==> config.mk <==
export PLATFORM = sky130hd
export DESIGN_NAME = fpt_top
export DESIGN_NICKNAME = d
export VERILOG_FILES = /design/src/core/fpt_tach.v /design/src/core/fpt_top.v
export VERILOG_INCLUDE_DIRS = /design/src /design/src/core
export SDC_FILE = /design/constraint.sdc
export NUM_CORES = 1
export LEC_CHECK = 0
export BUFFER_PORTS_ARGS = -buffer_cell sky130_fd_sc_hd__buf_2
export CAP_MARGIN = 20
export CORE_MARGIN = 2
export CORE_UTILIZATION = 50
export DETAILED_ROUTE_END_ITERATION = 16
export PLACE_DENSITY_LB_ADDON = 0.12
export SYNTH_ARGS = -nofsm -noshare
export SYNTH_HDL_FRONTEND = slang
export SYNTH_SLANG_ARGS = --single-unit
==> constraint.sdc <==
create_clock -name clk -period 7 [get_ports clk]
set_input_delay 0.7 -clock clk [delete_from_list [all_inputs] [get_ports clk]]
set_output_delay 0.7 -clock clk [all_outputs]
set_load 0.03 [all_outputs]
==> src/core/fpt_consts.vh <==
// Constants for the fan PWM and tachometer block: offsets, fields, resets, timing
`ifndef FPT_CONSTS_VH
`define FPT_CONSTS_VH

// Register byte addresses on the AXI4-Lite slave
`define FPT_ADDR_DUTY      4'h0
`define FPT_ADDR_STEP      4'h4
`define FPT_ADDR_DIVISOR   4'h8
`define FPT_ADDR_TACH      4'hc

// Fields of the fan duty control register
`define FPT_DUTY_FORCE_BIT 0
`define FPT_DUTY_LSB       1
`define FPT_DUTY_MSB       6
`define FPT_DUTY_WIDTH     6

// Tach status word: count in the low half, fresh flag above it
`define FPT_TACH_CNT_WIDTH 16
`define FPT_TACH_FRESH_BIT 16

// Reset values
`define FPT_RST_DUTY       8'h00
`define FPT_RST_STEP       16'h0021
`define FPT_RST_DIVISOR    8'h01

// Timing: clock period and tach base period, both in ns
`define FPT_CLK_PERIOD_NS  10
`define FPT_TACH_BASE_NS   30520
`define FPT_TACH_BASE_CYC  (`FPT_TACH_BASE_NS / `FPT_CLK_PERIOD_NS)

// AXI responses
`define FPT_RESP_OKAY      2'b00
`define FPT_RESP_SLVERR    2'b10

`endif

==> src/core/fpt_tach.v <==
// Tachometer counter: divided count clock and period measurement between pulses
`timescale 1ns/1ps
`default_nettype none
`include "fpt_consts.vh"

module fpt_tach #(
    parameter BASE_CYC  = `FPT_TACH_BASE_CYC,
    parameter CNT_WIDTH = `FPT_TACH_CNT_WIDTH
) (
    // Clock and reset
    input  wire                 clk,
    input  wire                 rst,
    // Fan side
    input  wire                 tach_in,
    // Settings and results
    input  wire [7:0]           tach_clock_divisor,
    input  wire                 fresh_clr,
    output reg  [CNT_WIDTH-1:0] tach_count_r,
    output reg                  tach_fresh_r
);

    reg  [12:0]          base_cnt_r;
    reg  [7:0]           div_cnt_r;
    reg                  tach_tick_r;
    reg                  tach_prev_r;
    reg  [CNT_WIDTH-1:0] period_cnt_r;
    wire                 base_tick;
    wire [7:0]           div_eff;
    wire                 tach_rise;

    assign base_tick = (base_cnt_r == BASE_CYC[12:0] - 13'd1);
    // A divisor of zero would stop the count clock, so it acts as one
    assign div_eff   = (tach_clock_divisor == 8'h00) ? 8'h01 : tach_clock_divisor;
    assign tach_rise = tach_in & ~tach_prev_r;

    // Count clock enable: 30.52 us times the divisor
    always @(posedge clk) begin
        if (rst) begin
            base_cnt_r  <= 13'd0;
            div_cnt_r   <= 8'h00;
            tach_tick_r <= 1'b0;
        end else begin
            tach_tick_r <= 1'b0;
            if (base_tick) begin
                base_cnt_r <= 13'd0;
                if (div_cnt_r >= div_eff - 8'h01) begin
                    div_cnt_r   <= 8'h00;
                    tach_tick_r <= 1'b1;
                end else begin
                    div_cnt_r <= div_cnt_r + 8'h01;
                end
            end else begin
                base_cnt_r <= base_cnt_r + 13'd1;
            end
        end
    end

    // Measure count periods between rising edges; pulses are slow against the
    // count clock, so one edge per pulse is seen without a filter
    always @(posedge clk) begin
        if (rst) begin
            tach_prev_r  <= 1'b0;
            period_cnt_r <= {CNT_WIDTH{1'b0}};
            tach_count_r <= {CNT_WIDTH{1'b0}};
            tach_fresh_r <= 1'b0;
        end else begin
            tach_prev_r <= tach_in;
            if (tach_rise) begin
                tach_count_r <= period_cnt_r;
                period_cnt_r <= {CNT_WIDTH{1'b0}};
            end else if (tach_tick_r && period_cnt_r != {CNT_WIDTH{1'b1}}) begin
                period_cnt_r <= period_cnt_r + {{(CNT_WIDTH-1){1'b0}}, 1'b1};
            end
            // A new sample beats a clear in the same cycle
            if (tach_rise)
                tach_fresh_r <= 1'b1;
            else if (fresh_clr)
                tach_fresh_r <= 1'b0;
        end
    end

endmodule
`default_nettype wire

==> src/core/fpt_top.v <==
// Fan PWM generator and tachometer counter with an AXI4-Lite register slave
`timescale 1ns/1ps
`default_nettype none
`include "fpt_consts.vh"

// Summary of operation
// - Force bit clear: duty cycle comes from bits six down to one.
// - Duty zero with force clear keeps the fan drive output low.
// - Nonzero duty gives 1.56% to 98.44% in sixty-fourths of the period.
// - Period programmable 0.00064 to 41.94 ms, within two percent.
// - High time ranges from 0.00001 ms to 41.29 ms.
// - Tach count clock period is 30.52 us times the divisor.
module fpt_top #(
    parameter TACH_CNT_WIDTH = `FPT_TACH_CNT_WIDTH
) (
    // Clock and reset
    input  wire        clk,
    input  wire        rst,
    // AXI4-Lite write address
    input  wire [3:0]  s_axi_awaddr,
    input  wire [2:0]  s_axi_awprot,
    input  wire        s_axi_awvalid,
    output wire        s_axi_awready,
    // AXI4-Lite write data
    input  wire [31:0] s_axi_wdata,
    input  wire [3:0]  s_axi_wstrb,
    input  wire        s_axi_wvalid,
    output wire        s_axi_wready,
    // AXI4-Lite write response
    output reg  [1:0]  s_axi_bresp,
    output reg         s_axi_bvalid,
    input  wire        s_axi_bready,
    // AXI4-Lite read address
    input  wire [3:0]  s_axi_araddr,
    input  wire [2:0]  s_axi_arprot,
    input  wire        s_axi_arvalid,
    output wire        s_axi_arready,
    // AXI4-Lite read data
    output reg  [31:0] s_axi_rdata,
    output reg  [1:0]  s_axi_rresp,
    output reg         s_axi_rvalid,
    input  wire        s_axi_rready,
    // Fan pins
    output reg         fan_drive_output,
    input  wire        tach_in
);

    // Software registers
    reg  [7:0]                fan_duty_control_r;
    reg  [15:0]               pwm_step_div_r;
    reg  [7:0]                tach_clock_divisor_r;

    // Write channel capture
    reg                       aw_got_r;
    reg                       w_got_r;
    reg  [3:0]                aw_addr_r;
    reg  [31:0]               w_data_r;
    reg  [3:0]                w_strb_r;
    wire                      wr_fire;
    wire                      aw_hs;
    wire                      w_hs;
    wire                      ar_hs;

    // PWM state
    reg  [15:0]               step_cnt_r;
    reg  [5:0]                phase_r;
    reg  [5:0]                duty_act_r;
    reg                       force_act_r;
    wire                      step_tick;
    wire [5:0]                duty_field;
    wire                      force_bit;
    reg                       pwm_nxt;

    // Tach results
    wire [TACH_CNT_WIDTH-1:0] tach_count;
    wire                      tach_fresh;
    wire                      fresh_clr;

    assign aw_hs   = s_axi_awvalid & s_axi_awready;
    assign w_hs    = s_axi_wvalid & s_axi_wready;
    assign ar_hs   = s_axi_arvalid & s_axi_arready;
    assign wr_fire = aw_got_r & w_got_r & ~s_axi_bvalid;

    // Each channel is refused only while its own item waits or a response is out
    assign s_axi_awready = ~aw_got_r & ~s_axi_bvalid;
    assign s_axi_wready  = ~w_got_r & ~s_axi_bvalid;
    assign s_axi_arready = ~s_axi_rvalid;

    // Capture address and data in either order
    always @(posedge clk) begin
        if (rst) begin
            aw_got_r  <= 1'b0;
            w_got_r   <= 1'b0;
            aw_addr_r <= 4'h0;
            w_data_r  <= 32'h0000_0000;
            w_strb_r  <= 4'h0;
        end else begin
            if (aw_hs) begin
                aw_got_r  <= 1'b1;
                aw_addr_r <= s_axi_awaddr;
            end else if (wr_fire) begin
                aw_got_r <= 1'b0;
            end
            if (w_hs) begin
                w_got_r  <= 1'b1;
                w_data_r <= s_axi_wdata;
                w_strb_r <= s_axi_wstrb;
            end else if (wr_fire) begin
                w_got_r <= 1'b0;
            end
        end
    end

    // Register writes and write response
    always @(posedge clk) begin
        if (rst) begin
            fan_duty_control_r   <= `FPT_RST_DUTY;
            pwm_step_div_r       <= `FPT_RST_STEP;
            tach_clock_divisor_r <= `FPT_RST_DIVISOR;
            s_axi_bvalid         <= 1'b0;
            s_axi_bresp          <= `FPT_RESP_OKAY;
        end else begin
            if (s_axi_bvalid && s_axi_bready)
                s_axi_bvalid <= 1'b0;
            if (wr_fire) begin
                s_axi_bvalid <= 1'b1;
                s_axi_bresp  <= `FPT_RESP_OKAY;
                case (aw_addr_r & 4'hc)
                    `FPT_ADDR_DUTY: begin
                        if (w_strb_r[0])
                            fan_duty_control_r <= w_data_r[7:0];
                    end
                    `FPT_ADDR_STEP: begin
                        if (w_strb_r[0])
                            pwm_step_div_r[7:0] <= w_data_r[7:0];
                        if (w_strb_r[1])
                            pwm_step_div_r[15:8] <= w_data_r[15:8];
                    end
                    `FPT_ADDR_DIVISOR: begin
                        if (w_strb_r[0])
                            tach_clock_divisor_r <= w_data_r[7:0];
                    end
                    `FPT_ADDR_TACH: begin
                        // Read-only status; writes are accepted and ignored
                    end
                    default: begin
                        s_axi_bresp <= `FPT_RESP_SLVERR;
                    end
                endcase
            end
        end
    end

    // Reading the tach word takes away its fresh flag
    assign fresh_clr = ar_hs && ((s_axi_araddr & 4'hc) == `FPT_ADDR_TACH);

    // Read data path, answered one cycle after the address is taken
    always @(posedge clk) begin
        if (rst) begin
            s_axi_rvalid <= 1'b0;
            s_axi_rdata  <= 32'h0000_0000;
            s_axi_rresp  <= `FPT_RESP_OKAY;
        end else begin
            if (s_axi_rvalid && s_axi_rready)
                s_axi_rvalid <= 1'b0;
            if (ar_hs) begin
                s_axi_rvalid <= 1'b1;
                s_axi_rresp  <= `FPT_RESP_OKAY;
                s_axi_rdata  <= 32'h0000_0000;
                case (s_axi_araddr & 4'hc)
                    `FPT_ADDR_DUTY:
                        s_axi_rdata[7:0] <= fan_duty_control_r;
                    `FPT_ADDR_STEP:
                        s_axi_rdata[15:0] <= pwm_step_div_r;
                    `FPT_ADDR_DIVISOR:
                        s_axi_rdata[7:0] <= tach_clock_divisor_r;
                    `FPT_ADDR_TACH: begin
                        s_axi_rdata[TACH_CNT_WIDTH-1:0] <= tach_count;
                        s_axi_rdata[`FPT_TACH_FRESH_BIT] <= tach_fresh;
                    end
                    default:
                        s_axi_rresp <= `FPT_RESP_SLVERR;
                endcase
            end
        end
    end

    // Duty field and force bit as software wrote them
    assign force_bit  = fan_duty_control_r[`FPT_DUTY_FORCE_BIT];
    assign duty_field = fan_duty_control_r[`FPT_DUTY_MSB:`FPT_DUTY_LSB];

    // Step divider: one period is 64 steps of (step_div + 1) clocks, so a
    // divisor of 32 gives about 0.021 ms and 62499 gives 40 ms; the period
    // is set by the clock crystal, well inside two percent
    assign step_tick = (step_cnt_r >= pwm_step_div_r);

    always @(posedge clk) begin
        if (rst) begin
            step_cnt_r  <= 16'h0000;
            phase_r     <= 6'h00;
            duty_act_r  <= 6'h00;
            force_act_r <= 1'b0;
        end else begin
            if (step_tick) begin
                step_cnt_r <= 16'h0000;
                phase_r    <= phase_r + 6'h01;
                // New duty and force settings take effect at the period boundary so that a
                // change of them mid-period never gives a runt or a stretched pulse; the step
                // divisor is not held back and applies at once
                if (phase_r == 6'h3f) begin
                    duty_act_r  <= duty_field;
                    force_act_r <= force_bit;
                end
            end else begin
                step_cnt_r <= step_cnt_r + 16'h0001;
            end
        end
    end

    // Output decision; force wins, duty zero gives a steady low
    always @* begin
        if (force_act_r)
            pwm_nxt = 1'b1;
        else if (duty_act_r == 6'h00)
            pwm_nxt = 1'b0;
        else
            pwm_nxt = (phase_r < duty_act_r);
    end

    // Registered pin drive, low from reset
    always @(posedge clk) begin
        if (rst)
            fan_drive_output <= 1'b0;
        else
            fan_drive_output <= pwm_nxt;
    end

    // Tachometer measurement
    fpt_tach #(
        .BASE_CYC  (`FPT_TACH_BASE_CYC),
        .CNT_WIDTH (TACH_CNT_WIDTH)
    ) u_tach (
        .clk                (clk),
        .rst                (rst),
        .tach_in            (tach_in),
        .tach_clock_divisor (tach_clock_divisor_r),
        .fresh_clr          (fresh_clr),
        .tach_count_r       (tach_count),
        .tach_fresh_r       (tach_fresh)
    );

endmodule
`default_nettype wire

# After elaboration in Yosys (flattened, before gate mapping)
# Cells that the tools add are included.
op_classes:
  n_lt_le_gt_ge: 3
  n_addsub: 6
  mux: 19
  bitwise: 14
  reduce_logical: 24
  eq_ne: 9
ops:
  columns: ["cell", "n"]
  rows:
  - ["16-bit by 1-bit adder with 16-bit output, second input constant", 2]
  - ["8-bit case mux with 4 select lines", 1]
  - ["16-bit >= comparator", 1]
  - ["8-bit 2-to-1 mux", 2]
  - ["16-bit != test, second input constant", 1]
  - ["8-bit case mux with 2 select lines", 1]
  - ["13-bit by 1-bit adder with 13-bit output, second input constant", 1]
  - ["13-bit by 12-bit == test with 1-bit output, second input constant", 1]
  - ["1-bit 2-to-1 mux", 13]
  - ["3-bit AND reduction", 4]
  - ["2-bit nonzero test", 5]
  - ["8-bit by 1-bit adder with 8-bit output, second input constant", 1]
  - ["1-bit AND", 8]
  - ["2-bit == test, second input constant", 4]
  - ["8-bit >= comparator", 1]
  - ["4-bit zero test", 2]
  - ["8-bit zero test", 1]
  - ["2-bit OR reduction", 4]
  - ["4-bit OR reduction", 2]
  - ["8-bit by 1-bit subtractor with 8-bit output, second input constant", 1]
  - ["6-bit by 1-bit adder with 6-bit output, second input constant", 1]
  - ["6-bit == test, second input constant", 1]
  - ["6-bit zero test", 1]
  - ["6-bit less-than comparator", 1]
  - ["5 further kinds", 15]
word_totals:
  wordCells: 101
  regBits: 165

# Logic depth before layout (Yosys ltp)
# Gate-level depths: netlist (run 1).
logic_depth:
  word_depth: 5
  mapped_depth: 10
  depth_no_buf: 10

# By module
# Synthesis (run 1) repeated with hierarchy kept, for this count alone.
unflattened:
  cells_unflattened: 855
  area_unflattened_um2: 7511.0
by_module_without_submodules:
  columns: ["mod", "cells_each", "seq_area_each_um2", "area_per_inst_um2", "n_inst"]
  rows:
  - ["fpt_top", 548, 2102.0, 4875.9, 1]
  - ["fpt_tach", 307, 1121.1, 2635.0, 1]

# Worst setup path after synthesis (run 1)
# OpenSTA, ideal clock, no wires.
synth_path:
  path_type: "register to register"
  from: "reg tach_clock_divisor_r[3]"
  to: "reg u_tach.div_cnt_r[2]"
  required_time_ns: 6.844
  setup_ns: 0.156
  stages_incl_launch_ff: 10
  arrival_time_ns: 2.420
  setup_slack_ns: 4.424
  synth_period_minus_slack_ns: 2.576
  cell_sequence: "dfxtp_1 nor3_1 a31oi_1 ha_1 nand3b_1 xor2_1 ha_1 o2111ai_1 o31ai_1 a211oi_1"
synth_between:
  elab_chain_cells: 5
synth_rtl:
  columns: ["item", "line", "text"]
  rows:
  - ["from (decl)", "fpt_top.v:51", "reg [7:0] tach_clock_divisor_r;"]
  - ["from (signal assigned)", "fpt_top.v:119", "tach_clock_divisor_r <= `FPT_RST_DIVISOR;"]
  - ["from (signal assigned)", "fpt_top.v:141", "tach_clock_divisor_r <= w_data_r[7:0];"]
  - ["8-bit zero test", "fpt_tach.v:33", "assign div_eff = (tach_clock_divisor == 8'h00) ? 8'h01 : tach_clock_divisor;"]
  - ["8-bit 2-to-1 mux (*)", "fpt_tach.v:33", null]
  - ["8-bit by 1-bit subtractor with 8-bit output (*)", "fpt_tach.v:46", "if (div_cnt_r >= div_eff - 8'h01) begin"]
  - ["8-bit >= comparator (*)", "fpt_tach.v:46", null]
  - ["8-bit 2-to-1 mux (*)", "fpt_tach.v:46", null]
  - ["to (signal assigned)", "fpt_tach.v:50", "div_cnt_r <= div_cnt_r + 8'h01;"]
  - ["to (decl)", "fpt_tach.v:23", "reg [7:0] div_cnt_r;"]
# Every way passes the cells marked *; elsewhere a longest branch is shown, timed or not.
# A chain may end at the register's enable or synchronous reset.

# Final worst setup path (run 1)
layout_path:
  from: "reg step_cnt_r[0]"
  to: "reg step_cnt_r[2]"
layout_between:
  elab_chain_cells: 2
  word_cells_on_any_way: 3
layout_rtl:
  columns: ["item", "line", "text"]
  rows:
  - ["from (decl)", "fpt_top.v:65", "reg [15:0] step_cnt_r;"]
  - ["from (signal assigned)", "fpt_top.v:215", "step_cnt_r <= step_cnt_r + 16'h0001;"]
  - ["16-bit >= comparator", "fpt_top.v:195", "assign step_tick = (step_cnt_r >= pwm_step_div_r);"]
  - ["2-bit OR reduction (no line)", null, null]
# Several ways; a longest one is shown, not always the timed one.

==> results of run 1 <==
[worst max-delay path: stages, from the launching register on]
cell and delay [ns]:
dfxtp_1 0.43, inv_1 0.08, ha_1 0.27, nand2b_1 0.14
a2111oi_0 0.62, o32a_1 0.60, nand3b_1 0.59, nor2_1 0.27
[layout by cell type, fill, tap and decap left out, types with 20 or more instances in the layout]
master / count
a21oi_1: 62
buf_2: 54
dfxtp_1: 161
ha_1: 35
inv_1: 35
mux2i_1: 39
nand2_1: 122
nand2b_1: 22
nand3_1: 26
nor2_1: 112
xnor2_1: 27
xor2_1: 20
[metal layers]
layer,vias up,part of all wire,global-route usage
li1,2966,-,-
met1,2829,0.48,0.298
met2,146,0.46,0.336
met3,20,0.046,0.0405
met4,2,0.014,0.0718
met5,-,0.00079,0
[registers in the layout, indices dropped and copies added, names as in the netlist, 6 cells and up]
register	flops
phase_r	6
u_tach.tach_count_r	16
s_axi_rdata	17
u_tach.period_cnt_r	16
u_tach.div_cnt_r	8
u_tach.base_cnt_r	13
tach_clock_divisor_r	8
duty_act_r	6
fan_duty_control_r	8
step_cnt_r	16
w_data_r	16
pwm_step_div_r	16
[cells by family (layout without fill, tap and decap cells)]
logic type / after synthesis / count (layout) / share of synthesized area
adders and majority gates: 35 / 35 / 0.0584
other: 1 / 17 / 0.000500
buffers and inverters: 90 / 124 / 0.0540
DFF: 161 / 161 / 0.430
and+or+nand+nor: 351 / 351 / 0.216
AOI/OAI and AO/OA: 126 / 126 / 0.104
muxes: 51 / 51 / 0.0821
xor gates and xnor gates: 47 / 47 / 0.0549
[worst max-delay path by stage]
stage | from | endpoint | slack [ns] | cells after the start
final | step_cnt_r[0] | step_cnt_r[2] | 3.94 | 7
after global routing | step_cnt_r[0] | step_cnt_r[7] | 3.70 | 7
after CTS | tach_clock_divisor_r[3] | u_tach.div_cnt_r[3] | 3.79 | 9
after detailed placement | tach_clock_divisor_r[3] | u_tach.div_cnt_r[3] | 3.82 | 9
after global placement | tach_clock_divisor_r[3] | u_tach.div_cnt_r[6] | 4.00 | 9
after floorplan | tach_clock_divisor_r[3] | u_tach.div_cnt_r[2] | 4.42 | 9
[power groups by stage]
stage | Combinational (mW) | Sequential [mW] | Clock [mW]
floorplan | 0.0814 | 0.963 | 0
global placement | 0.0981 | 0.963 | 0
detailed placement | 0.101 | 0.964 | 0
CTS | 0.101 | 0.943 | 0.971
global route | 0.113 | 0.945 | 1.02
finish | 0.101 | 0.943 | 0.954
[final cells by class]
cell class	count	share of cell area
clock buffers	17	0.0505
clock inverters	15	0.0218
inverters	35	0.0156
multi-input cells	627	0.467
flip-flops and latches	161	0.383
well taps	184	0.0273
repair buffers	57	0.0348
[metrics by stage]
stage               hold slack (ns)   util  cells  power, mW  instance area (um2)
global route                  0.457  0.577   1096       2.07                 8420
floorplan                     0.430      -    878       1.04                 7560
detailed placement            0.446  0.535   1063       1.06                 7800
CTS                           0.440  0.577   1095       2.01                 8410
finish                        0.450  0.577   1096       2.00                 8420
global placement              0.439  0.534   1062       1.06                 7800
==> flow_summary.ini, run 1 <==
[worst_hold_path]
min_path_type = input pin to flop
whs_path_depth = 2
min_from = s_axi_rready
holdPathEnd = s_axi_rvalid

[synthesis]
async_flop_share = 0
ys_warn_count = 0
synth.most_common_cell = dfxtp_1
synth_edf_count = 0
synth.largest_area_cell = dfxtp_1
synth_flop_cell = dfxtp_1
yosysTopAreaCellShare = 0.430
postSynthCellCount = 862
seq_area_frac_synth = 0.430
synth.top_cells.by_count = 161 x dfxtp_1, 122 x nand2_1, 112 x nor2_1
synth_area_um2 = 7500
synthTopCellsByArea = dfxtp_1 43%, nand2_1 6.1%, ha_1 5.8%
syn_avg_cell_area_um2 = 8.70
ys_seq_elements = 161
synth_cell_types = 59

[sta]
setup_viol = 0
finalWorstSetupSlack_ns = 3.94
setup_tns_ns = 0
worst_pin_slew_ns = 1.06
relSlewSlack = 0.291
hold_violations = 0
rsz0062_at_grt = false
report.final.slew_viol_count = 0
fin_crit_ns = 3.06
fin_worst_skew_ns = 0.00672
max_freq_mhz = 327
min_period_over_period = 0.437

[critical_path]
cp_data_arrival_time_ns = 3.41
cp.required_ns = 7.36
cp-start-kind = flop
setup.worst_path.class = flop to flop
rr_startpoint = step_cnt_r[0]
r2r_end = step_cnt_r[2]
cp-end-kind = flop
rrSetupSlack_ns = 3.94
cp_max_fo = 16
r2r_cells = 7

[detailed_routing]
drc = 0
vias_per_cell = 5.44
ant_nets = 0
drt_wl_total_mm = 16.4
first_pass_iters = 6
num_vias = 5963
wl_per_cell_um = 14.9
drt-initial-drc-count = 410

[clock_tree]
cts_inserted_buffers = 17
cts_resized = 0
clk_pin_slew_ns = 0.07
cts_tree = built
clk_latency_ns = 0.43
clock_path_buffers = 2
cts_sinks = 161
cts-htree-levels = 4
hold_buffers = 0
post_cts_buffers = 0
clockRootBuffer = clkbuf_16

[grt]
grt_pass1_wl_mm = 27.7
overflow = 0
grt_pass1_vias = 5710
grt_max_degree = 74
grt_antenna_before_repair = 1
grt_usage = 0.214

[power_and_ir_drop]
p_comb_frac = 0.050
p_leak_nw = 3.23
p_int_mw = 1.52
p_clk_frac = 0.478
pwr_density_cell_nw_per_um2 = 237
power_switching_mw = 0.475
sw_frac_of_total = 0.238
seq_power_share = 0.472
irDropWorstVdd_mv = 0.184

[placed_design]
pre_cts_ws_ns = 3.82
dp_hpwl_mm = 11.9
routabilityCongestion = 0.837
numPortBuffers = 54

[finish]
syn_to_final_growth_pct = 12.2
n_fill_cell = 1315
multi_input_area_um2 = 3930
drive_above_1_share = 0.120
seqCellArea_um2 = 3220
nNetsFinal = 992
antennaDiodeCount = 0

[run_status]
status = completed

[flow_run]
drv_cap = 0

[floorplanning]
die_w_um = 126
start_util = 0.514
coreArea_um2 = 14600
io_pins = 100
die-area_um2 = 16000
dieHeight_um = 126
num_rows = 44
Note: power is estimated with default switching activity, not from simulation.
==> inputs of run 2 (changes only) <==
clock period = 2.6 ns   (was 7 ns; I/O delays follow)
==> flow_summary.ini, run 2 (synthesized netlist as in run 1, its figures left out) <==
[run_status]
status = completed

[detailed_routing]
num_vias = 6008
drc = 0
vias_per_cell = 5.35
wl_per_cell_um = 14.8
drt-initial-drc-count = 390
drt_wl_total_mm = 16.7
ant_nets = 0
first_pass_iters = 5

[finish]
n_fill_cell = 1266
layout_common_cells = 161 x dfxtp_1, 122 x nand2_1, 112 x nor2_1
final_core_util = 0.604
seqCellArea_um2 = 3220
nNetsFinal = 1021
antennaDiodeCount = 0
top_register = s_axi_rdata
mostFrequentLayoutCell = dfxtp_1
postLayoutCellArea_um2 = 8810
syn_to_final_growth_pct = 17.5
largest_reg_flops = 17
instances_no_fill = 1124
drive_above_1_share = 0.156
multi_input_area_um2 = 4030

[clock_tree]
cts_inserted_buffers = 17
cts_tree = built
cts_sinks = 161
clock_path_buffers = 2
clk_latency_ns = 0.42
cts-htree-levels = 4
clk_pin_slew_ns = 0.06
clockRootBuffer = clkbuf_16

[critical_path]
cp_max_fo = 9
cp.required_ns = 2.94
setup.worst_path.class = flop to flop
cp-start-kind = flop
cp_data_arrival_time_ns = 2.81
cp-end-kind = flop

[flow_run]
drv_cap = 0

[sta]
setup_viol = 0
hold_violations = 0
min_period_over_period = 0.950
fin_worst_skew_ns = 0.00956
max_freq_mhz = 405
worst_hold_slack_ns = 0.0716
fin_crit_ns = 2.47
worst_pin_slew_ns = 0.647
report.final.slew_viol_count = 0
relSlewSlack = 0.568

[grt]
grt_usage = 0.219
grt_max_degree = 56
overflow = 0
grt_pass1_vias = 5855
grt_pass1_wl_mm = 28.6
grt_antenna_before_repair = 0

[power_and_ir_drop]
p_int_mw = 4.33
pwr_density_cell_nw_per_um2 = 633
seq_power_share = 0.456
power_switching_mw = 1.25
irDropWorstVdd_mv = 0.456
p_comb_frac = 0.052
p_clk_frac = 0.492
sw_frac_of_total = 0.224
p_leak_nw = 3.44

[placed_design]
routabilityCongestion = 0.867
dp_hpwl_mm = 12.2
dp.cells = 1090
numPortBuffers = 54
dpl_cell_area_um2 = 8020

[floorplanning]
io_pins = 100
die_w_um = 126
num_rows = 44
dieHeight_um = 126
start_util = 0.514
coreArea_um2 = 14600
die-area_um2 = 16000

[worst_hold_path]
min_path_type = input pin to flop
[run 2: cell count changes in the layout (fill, tap and decap cells not counted), moves of 3 or more]
cell,before,now
buf_4,3,29
a211oi_1,9,6
a211oi_2,1,4
buf_12,0,3
clkinvlp_4,5,2
[run 2: layout make-up]
| cell class | instances | share of cell area |
|---|---|---|
| clock buffer | 19 | 0.0503 |
| clock inverter | 12 | 0.0233 |
| inverter | 35 | 0.0149 |
| multi-input combinational | 627 | 0.457 |
| sequential | 161 | 0.366 |
| tap | 184 | 0.0261 |
| timing repair buffer | 86 | 0.0628 |
[run 2: stage by stage]
step                total power [mW]  TNS [ns]  setup slack [ns]
global placement                2.87     -1.67            -0.208
global route                    5.76   -0.0357           -0.0139
detailed placement              2.88     -3.13            -0.357
floorplan                       2.81         0            0.0240
finish                          5.57         0             0.131
CTS                             5.62         0            0.0199
[run 2: final timing paths]
path | startpoint | to | slack (ns) | cells after the start
setup / recovery | tach_clock_divisor_r[1] | u_tach.div_cnt_r[2] | 0.13 | 10
hold reg to reg | s_axi_rdata[16] | s_axi_rdata[16] | 0.45 | 2
setup reg to reg | tach_clock_divisor_r[1] | u_tach.div_cnt_r[2] | 0.13 | 10
hold / removal | s_axi_wdata[5] | w_data_r[5] | 0.07 | 3
[run 2: worst max-delay path, cell delays in order, from the launching register on]
cell and delay [ns]:
dfxtp_1 0.32, nor3_2 0.22, a31oi_2 0.14, ha_2 0.22, buf_4 0.13, xnor2_1 0.12
ha_1 0.33, a2111oi_4 0.42, o31ai_4 0.12, buf_12 0.15, a211oi_1 0.20
[run 2: what timing repair did]
item / 4_1_cts / 5_1_grt
hold endpoints to repair: 1 / 0
setup endpoints to repair: 17 / 18
gates cloned: 0 / 0
gates resized for setup: 6 / 12
hold buffers: 1 / 0
buffers inserted: 1 / 1
pin swaps: 1 / 6
[run 2: power groups by stage]
stage / logic, mW / clock network (mW) / registers [mW]
after floorplan: 0.219 / 0 / 2.59
after global placement: 0.280 / 0 / 2.59
final: 0.289 / 2.74 / 2.54
after detailed placement: 0.286 / 0 / 2.60
after global routing: 0.325 / 2.89 / 2.55
after CTS: 0.289 / 2.79 / 2.54
[run 2: layer usage]
metal,routed length (um),up-vias,global-route usage
met2,7590,99,0.334
met3,556,24,0.0464
met5,0,-,0
met1,8240,2848,0.309
met4,303,0,0.0769
li1,-,3037,-
